**config.mk**
```make
export PLATFORM = sky130hd
export DESIGN_NAME = wpu_watch_unit
export DESIGN_NICKNAME = d
export VERILOG_FILES = /design/src/rtl/wpu_pkg.sv /design/src/rtl/wpu_access_if.sv /design/src/rtl/wpu_pair_match.sv /design/src/rtl/wpu_watch_unit.sv
export SDC_FILE = /design/constraint.sdc
export NUM_CORES = 1
export LEC_CHECK = 0
export ABC_AREA = 1
export ABC_CLOCK_PERIOD_IN_PS = 1400
export BUFFER_PORTS_ARGS = -buffer_cell sky130_fd_sc_hd__buf_2
export CAP_MARGIN = 5
export CORE_UTILIZATION = 40
export CTS_CLUSTER_DIAMETER = 40
export DETAILED_ROUTE_END_ITERATION = 8
export GPL_TIMING_DRIVEN = 0
export HOLD_SLACK_MARGIN = 0.15
export PLACE_DENSITY = 0.61
export SETUP_SLACK_MARGIN = 0.2
export SLEW_MARGIN = 20
export SYNTH_ARGS = -nofsm -noshare
export SYNTH_HDL_FRONTEND = slang
export SYNTH_SLANG_ARGS = --single-unit
```
**constraint.sdc**
```tcl
create_clock -name clk -period 1.4 [get_ports clk]
set_input_delay 0.28 -clock clk [delete_from_list [all_inputs] [get_ports clk]]
set_output_delay 0.28 -clock clk [all_outputs]
set_load 0.01 [all_outputs]
```
**src/rtl/wpu_pkg.sv**
```systemverilog
package wpu_pkg;

	// ----------------------------------------------------------------
	// Address register layout
	// ----------------------------------------------------------------
	localparam int ADDR_HI       = 31;
	localparam int ADDR_LO       = 3;
	localparam int ADDR_W        = ADDR_HI - ADDR_LO + 1;
	localparam int EN_FETCH_BIT  = 2;
	localparam int EN_LOAD_BIT   = 1;
	localparam int EN_STORE_BIT  = 0;

	// ----------------------------------------------------------------
	// Qualifier register layout
	// ----------------------------------------------------------------
	localparam int QUAL_MORE_BIT   = 31;
	localparam int QUAL_GLOBAL_BIT = 30;
	localparam int TAG_HI          = 23;
	localparam int TAG_LO          = 16;
	localparam int TAG_W           = TAG_HI - TAG_LO + 1;
	localparam int MASK_HI         = 11;
	localparam int MASK_LO         = 3;
	localparam int MASK_W          = MASK_HI - MASK_LO + 1;
	localparam int HIT_FETCH_BIT   = 2;
	localparam int HIT_LOAD_BIT    = 1;
	localparam int HIT_STORE_BIT   = 0;

	// ----------------------------------------------------------------
	// Reset values
	// ----------------------------------------------------------------
	localparam logic [2:0]        ENABLE_RST = 3'h0;
	localparam logic [2:0]        HIT_RST    = 3'h0;
	localparam logic [ADDR_W-1:0] ADDR_RST   = 29'h0;
	localparam logic [TAG_W-1:0]  TAG_RST    = 8'h0;
	localparam logic [MASK_W-1:0] MASK_RST   = 9'h0;
	localparam logic [31:0]       WORD_ZERO  = 32'h0;

	// Doubleword compare; ones in mask drop address bits 11..3
	function automatic logic wpu_addr_match(
		input logic [31:0]       va,
		input logic [ADDR_W-1:0] watch,
		input logic [MASK_W-1:0] mask
	);
		logic [ADDR_W-1:0] care;
		care = ~{{(ADDR_W-MASK_W){1'b0}}, mask};
		return ((va[ADDR_HI:ADDR_LO] ^ watch) & care) == {ADDR_W{1'b0}};
	endfunction

endpackage

```
**src/rtl/wpu_access_if.sv**
```systemverilog
`timescale 1ns/1ps
`default_nettype none
interface wpu_access_if;
	logic        clk;
	logic        rst_n;
	logic        fetch_issued;
	logic [31:0] fetch_addr;
	logic        load_valid;
	logic [31:0] load_addr;
	logic        store_valid;
	logic [31:0] store_addr;
	logic [7:0]  space_tag;

	modport src  (output clk, rst_n, fetch_issued, fetch_addr, load_valid, load_addr,
		store_valid, store_addr, space_tag);
	modport pair (input clk, rst_n, fetch_issued, fetch_addr, load_valid, load_addr,
		store_valid, store_addr, space_tag);
endinterface
`default_nettype wire

```
**src/rtl/wpu_pair_match.sv**
```systemverilog
`timescale 1ns/1ps
`default_nettype none
module wpu_pair_match
	import wpu_pkg::*;
(
	wpu_access_if.pair             acc,        // Pipeline accesses
	input  wire logic [ADDR_W-1:0] watch_addr, // Programmed doubleword address
	input  wire logic [2:0]        enables,    // Fetch, load, store enables
	input  wire logic              global_en,  // Ignore space tag
	input  wire logic [TAG_W-1:0]  tag,        // Space tag to match
	input  wire logic [MASK_W-1:0] mask,       // Address bits to ignore
	output logic      [2:0]        hit         // Per-condition match
);
	logic tag_ok;

	assign tag_ok = global_en || (tag == acc.space_tag);

	// Speculative fetches never reach here: only issued ones are flagged
	assign hit[HIT_FETCH_BIT] = acc.fetch_issued && enables[EN_FETCH_BIT] && tag_ok
		&& wpu_addr_match(acc.fetch_addr, watch_addr, mask);
	assign hit[HIT_LOAD_BIT]  = acc.load_valid && enables[EN_LOAD_BIT] && tag_ok
		&& wpu_addr_match(acc.load_addr, watch_addr, mask);
	assign hit[HIT_STORE_BIT] = acc.store_valid && enables[EN_STORE_BIT] && tag_ok
		&& wpu_addr_match(acc.store_addr, watch_addr, mask);
endmodule
`default_nettype wire

```
**src/rtl/wpu_watch_unit.sv**
```systemverilog
// Notes on behaviour
// Exception only when both level flags are zero; else set pending and defer.
// More-pairs bit at select n says pair n+1 exists.
// Global bit set: any address match triggers, tag ignored.
// Global bit clear: stored tag must equal current space tag.
// Mask ones in bits 11..3 drop those address bits from compare.
// Unimplemented mask bits ignore writes and read zero.
// Fetch, load, store hit flags mark the pair and the condition.
// Hit flags stay set until a one is written; zero leaves them.
// Writing back the read value clears only flags that were set.
// Qualifier bits 29..24 and 15..12 read zero; writes are dropped.
// Capability output reports at least one pair exists.
// Pair count parameter, chosen by select; pairs may serve one kind.
// More bit is fixed read-only; global, tag, mask are read-write.
// Address held in bits 31..3, doubleword granularity; low bits enables.
// Separate fetch, load, store enables gate each condition.
// Only issued fetches trigger; speculative fetches never do.
// Unsupported enables ignore writes and read zero.
// Multi-pair match sets every pair's flag, one exception raised.
`timescale 1ns/1ps
`default_nettype none
module wpu_watch_unit
	import wpu_pkg::*;
#(
	parameter int                      NPAIRS    = 2,
	parameter logic [NPAIRS*3-1:0]     PAIR_KIND = {NPAIRS{3'h7}},
	parameter logic [MASK_W-1:0]       MASK_IMPL = 9'h1FF
)
(
	input  wire logic        clk,                  // Core clock
	input  wire logic        rst_n,                // Async reset, active low
	input  wire logic        coproc_move_to,       // Register write strobe
	input  wire logic        coproc_move_from,     // Register read strobe
	input  wire logic        sel_qualifier,        // 1 qualifier, 0 address reg
	input  wire logic [2:0]  sel,                  // Pair select
	input  wire logic [31:0] wdata,                // Write data
	output logic      [31:0] rdata,                // Read data, next cycle
	input  wire logic        fetch_issued,         // Issued instruction fetch
	input  wire logic [31:0] fetch_addr,           // Fetch virtual address
	input  wire logic        load_valid,           // Load access
	input  wire logic [31:0] load_addr,            // Load virtual address
	input  wire logic        store_valid,          // Store access
	input  wire logic [31:0] store_addr,           // Store virtual address
	input  wire logic [7:0]  space_tag,            // Tag from current_space_reg
	input  wire logic        exception_level_flag, // Exception level active
	input  wire logic        error_level_flag,     // Error level active
	output logic             watch_exc,            // Watch exception, one cycle
	output logic             watch_pending,        // Deferred exception held
	output logic             watch_present         // Capability bit for first_capability_reg
);
	logic [ADDR_W-1:0] addr_reg [0:NPAIRS-1];
	logic [2:0]        en_reg   [0:NPAIRS-1];
	logic              glob_reg [0:NPAIRS-1];
	logic [TAG_W-1:0]  tag_reg  [0:NPAIRS-1];
	logic [MASK_W-1:0] mask_reg [0:NPAIRS-1];
	logic [2:0]        hit_reg  [0:NPAIRS-1];
	logic [NPAIRS-1:0][2:0] pair_hit;
	logic              sel_ok;
	logic              wr_addr;
	logic              wr_qual;
	logic              any_hit;
	logic              levels_clear;
	logic [31:0]       rd_word;
	logic [31:0]       rdata_reg;
	logic              exc_reg;
	logic              pending_reg;

	wpu_access_if acc ();

	assign acc.clk          = clk;
	assign acc.rst_n        = rst_n;
	assign acc.fetch_issued = fetch_issued;
	assign acc.fetch_addr   = fetch_addr;
	assign acc.load_valid   = load_valid;
	assign acc.load_addr    = load_addr;
	assign acc.store_valid  = store_valid;
	assign acc.store_addr   = store_addr;
	assign acc.space_tag    = space_tag;

	assign sel_ok        = int'(sel) < NPAIRS;
	assign wr_addr       = coproc_move_to && sel_ok && !sel_qualifier;
	assign wr_qual       = coproc_move_to && sel_ok && sel_qualifier;
	assign watch_present = NPAIRS > 0;

	// ----------------------------------------------------------------
	// Pair registers and comparators
	// ----------------------------------------------------------------
	genvar gi;
	generate
		for (gi = 0; gi < NPAIRS; gi++)
		begin : g_pair
			always_ff @(posedge clk or negedge rst_n)
			begin
				if (!rst_n)
				begin
					addr_reg[gi] <= ADDR_RST;
					en_reg[gi]   <= ENABLE_RST;
				end
				else if (wr_addr && int'(sel) == gi)
				begin
					addr_reg[gi] <= wdata[ADDR_HI:ADDR_LO];
					en_reg[gi]   <= wdata[2:0] & PAIR_KIND[gi*3 +: 3];
				end
			end

			// Reset leaves these at zero although software must not rely on it
			always_ff @(posedge clk or negedge rst_n)
			begin
				if (!rst_n)
				begin
					glob_reg[gi] <= 1'b0;
					tag_reg[gi]  <= TAG_RST;
					mask_reg[gi] <= MASK_RST;
				end
				else if (wr_qual && int'(sel) == gi)
				begin
					glob_reg[gi] <= wdata[QUAL_GLOBAL_BIT];
					tag_reg[gi]  <= wdata[TAG_HI:TAG_LO];
					mask_reg[gi] <= wdata[MASK_HI:MASK_LO] & MASK_IMPL;
				end
			end

			// A new hit in the clearing cycle survives the clear
			always_ff @(posedge clk or negedge rst_n)
			begin
				if (!rst_n)
					hit_reg[gi] <= HIT_RST;
				else if (wr_qual && int'(sel) == gi)
					hit_reg[gi] <= pair_hit[gi] | (hit_reg[gi] & ~wdata[2:0]);
				else
					hit_reg[gi] <= pair_hit[gi] | hit_reg[gi];
			end

			wpu_pair_match u_match (
				.acc        (acc),
				.watch_addr (addr_reg[gi]),
				.enables    (en_reg[gi]),
				.global_en  (glob_reg[gi]),
				.tag        (tag_reg[gi]),
				.mask       (mask_reg[gi]),
				.hit        (pair_hit[gi])
			);
		end
	endgenerate

	// ----------------------------------------------------------------
	// Exception and deferral
	// ----------------------------------------------------------------
	assign any_hit      = |pair_hit;
	assign levels_clear = !exception_level_flag && !error_level_flag;

	always_ff @(posedge clk or negedge rst_n)
	begin
		if (!rst_n)
			exc_reg <= 1'b0;
		else
			exc_reg <= (any_hit || pending_reg) && levels_clear;
	end

	always_ff @(posedge clk or negedge rst_n)
	begin
		if (!rst_n)
			pending_reg <= 1'b0;
		else if (levels_clear)
			pending_reg <= 1'b0;
		else if (any_hit)
			pending_reg <= 1'b1;
	end

	assign watch_exc     = exc_reg;
	assign watch_pending = pending_reg;

	// ----------------------------------------------------------------
	// Register read
	// ----------------------------------------------------------------
	always_comb
	begin
		rd_word = WORD_ZERO;
		for (int i = 0; i < NPAIRS; i++)
		begin
			if (int'(sel) == i && sel_qualifier)
			begin
				rd_word[QUAL_MORE_BIT]    = i < NPAIRS - 1;
				rd_word[QUAL_GLOBAL_BIT]  = glob_reg[i];
				rd_word[TAG_HI:TAG_LO]    = tag_reg[i];
				rd_word[MASK_HI:MASK_LO]  = mask_reg[i];
				rd_word[2:0]              = hit_reg[i];
			end
			else if (int'(sel) == i)
			begin
				rd_word[ADDR_HI:ADDR_LO] = addr_reg[i];
				rd_word[2:0]             = en_reg[i];
			end
		end
	end

	always_ff @(posedge clk or negedge rst_n)
	begin
		if (!rst_n)
			rdata_reg <= WORD_ZERO;
		else if (coproc_move_from)
			rdata_reg <= rd_word;
	end

	assign rdata = rdata_reg;
endmodule
`default_nettype wire

```
==> impl_metrics.csv <==
group,metric,value,unit
status,status,"complete, but fails checks",
status,violations,"hold timing, setup timing",
synthesis,ys_warn_count,0,
clock_tree,tritoncts,"yes",
synthesis,synth-compound-area-share,16.4,%
floorplanning,start_util,41.3,%
sta,min_period,1.77,ns
grt,grt_antenna_before_repair,0,
clock_tree,postCtsHoldBufs,18,
place,dp_slack,-0.765,ns
synthesis,synth_seq_cells,140,
floorplanning,die_h,153,µm
grt,grt_pass1_wl,55.4,mm
drt,drt_iter0_drc,1056,
finish,utilization,63.8,%
drt,drt-total-wl,38.4,mm
floorplanning,ios,184,
finish,n_antenna_cell,0,
floorplanning,die-area,23500,µm²
synthesis,synth.distinct_cells,30,
finish,seqCellArea,3530,µm²
floorplanning,core,22200,µm²
flow_run,cap_violations,0,
sta,timing.final.crit_share,127,%
drt,firstDrtPassIters,5,
worst_setup_path,critPathLaunchType,"flip-flop",
floorplanning,die_width,153,µm
sta,fmax,564,MHz
finish,multiInputGateArea,5870,µm²
synthesis,syn-num-nets,1588,
grt,grt_max_degree,72,
place,port-buffer-count,171,
synthesis,synth_area,9160,µm²
sta,layout_setup_ws,-0.373,ns
worst_setup_path,cp.arrival,2.13,ns
power_and_ir_drop,p_leak,7.09,nW
finish,fin_nets,1915,
sta,drv_slew,0,
clock_tree,cts.htree.levels,4,
grt,grt_pass1_vias,9882,
synthesis,yosysTopAreaCell,"dfrtp_1",
drt,via_per_inst,5.34,
worst_setup_path,crit_required,1.76,ns
clock_tree,numCtsBuffers,17,
sta,finClkSkew,0.0143,ns
drt,drtAntennaViolNets,0,
synthesis,syn_avg_cell_area,6.36,µm²
place,place_congestion,0.948,
sta,rsz0062_at_grt,"yes",
power_and_ir_drop,peakVddDrop,693,µV
synthesis,synth-seq-area-share,38.3,%
place,dp.cells,1891,
finish,syn2layout_area_growth,54.3,%
sta,hold_viol,69,
worst_setup_path,cp_slowest_cell,"dfrtp_1",
synthesis,yosys-top-cells-area,"dfrtp_1 38%, nand2_1 21%, o21ai_0 9.4%",
clock_tree,cts-root-buf,"clkbuf_16",
finish,drive_above_1_share,36.3,%
grt,gr-total-overflow,0,
drt,post_drt_wl_per_cell,18.7,µm
worst_setup_path,crit_type,"reg -> reg",
worst_setup_path,end_kind,"flip-flop",
clock_tree,clkSlewWorstSetupHoldPaths,0.07,ns
synthesis,synth-xor-area-share,2.49,%
clock_tree,clk_latency,0.44,ns
floorplanning,rows,54,
clock_tree,clock_path_buffers,2,
synthesis,synth_fa_ha_area_share,0,%
finish,final_cell_count_no_fill,2057,
worst_hold_path,hold_class,"in -> async",
sta,setup_viol,7,
finish,largest_reg_flops,58,
worst_setup_path,worstPathCellList,"buf_6 -> xor2_2 -> nor3_2 -> nand2_2 -> nor2_4 -> nand2_2 -> nor2_2 -> nor2_2 -> a21oi_1",
synthesis,synth-simple-area-share,31.7,%
finish,fillers,1969,
grt,track_usage,31.1,%
worst_setup_path,path_max_fanout,4,
place,dp_hpwl,25.6,mm
synthesis,synth_top_area_share,38.3,%
sta,relSlewSlack,54.1,%
clock_tree,clock-sinks,140,
sta,worst_pin_slew,0.689,ns
synthesis,synthMuxAreaShare,0,%
worst_setup_path,r2r_cells,9,
synthesis,synthCells,1439,
drt,drcViolationCount,0,
sta,whs,-0.202,ns
power_and_ir_drop,power.density,1110,nW/µm²
drt,vias,11000,
synthesis,synth_top_family_by_area,"simple AND/OR/NAND/NOR gates",
worst_setup_path,slowest_delay,0.43,ns
metrics by stage:
step / TNS [ns] / cell area (µm²) / total power, mW
after global placement: -349.01 / 10600 / 9.18
after global routing: -1.91 / 14100 / 16.5
final: -1.46 / 14100 / 15.8
after floorplan: -0.0325 / 9380 / 7.86
after CTS: -0.735 / 12900 / 14.7
after detailed placement: -51.98 / 10600 / 9.26
layout by cell type (no fill, tap or decap), types with 34 or more instances in the layout:
cell type	count
nand3_1	52
o21ai_1	84
o21ai_0	66
nand2_1	421
dfrtp_1	121
buf_2	170
nor2_1	99
nand2_2	51
o21ai_2	34
inv_1	174
buf_6	38
buf_4	67
timing repair:
| item | 4_1_cts | 5_1_grt |
|---|---|---|
| hold endpoints to repair | 100 | 69 |
| resized for setup | 255 | 267 |
| setup endpoints to repair | 151 | 159 |
| pin swaps | 50 | 100 |
| setup buffers | 62 | 42 |
| cloned | 8 | 6 |
worst max-delay path: cells and delay by family (launching register included):
kind,cells,cell delay (ns)
xor gates and xnor gates,1,0.13
and+or+nand+nor,6,0.85
buffers and inverters,1,0.14
AOI/OAI and AO/OA,1,0.14
DFF,1,0.43
path summary, 6_finish.rpt:
path | startpoint | endpoint | slack [ns]
setup reg to reg | addr_reg[40] | watch_pending | -0.37
hold / removal | rst_n | addr_reg[52] | -0.20
setup / recovery | addr_reg[40] | watch_pending | -0.37
max in group asynchronous | rst_n | addr_reg[35] | 0.80
hold reg to reg | hit_reg[5] | hit_reg[5] | 0.50
min in group clk | wdata[3] | addr_reg[29] | 0.16
kinds of logic after synthesis:
group | after synthesis
flip-flops | 140
AO/OA/AOI/OAI | 278
buffers and inverters | 260
other | 1
XOR/XNOR | 26
AND/OR/NAND/NOR | 734
power breakdown:
group | switching, mW | internal, mW
clock | 1.94 | 2.80
combinational | 3.01 | 2.35
sequential | 0.920 | 4.73
total | 5.87 | 9.88
metal layers:
layer	track usage (%)	up-vias	routed length, µm
met1	43.0	5077	16100
met3	4.48	117	3440
met5	0	-	0
li1	-	5202	-
met4	12.6	0	1470
met2	48.7	597	17400
final cells by class:
class / count / share of cell area, %
sequential: 140 / 25.0
clock inverter: 13 / 1.18
buffer: 48 / 4.41
multi-input combinational: 1041 / 41.5
timing repair buffer: 306 / 16.5
clock buffer: 17 / 3.01
inverter: 212 / 5.92
tap: 280 / 2.48
Yosys cell counts:
cell      instances
nand2_1         503
inv_1           208
o21ai_0         172
nor2_1          148
dfrtp_1         140
nand3_1          65
a21oi_1          42
o22ai_1          30
clkbuf_1         27
xnor2_1          23
buf_2            14
o21ai_1          13
o32ai_1          10
o221ai_1          7
nand4_1           6
inv_2             4
o211ai_1          4
nor3_1            3
or2_2             3
xor2_1            3
buf_1             2
buf_6             2
clkbuf_2          2
nor2_4            2
buf_4             1
conb_1            1
nand2_2           1
nand3b_1          1
nor2_8            1
or2_4             1
(Power assumes the default switching activity.)
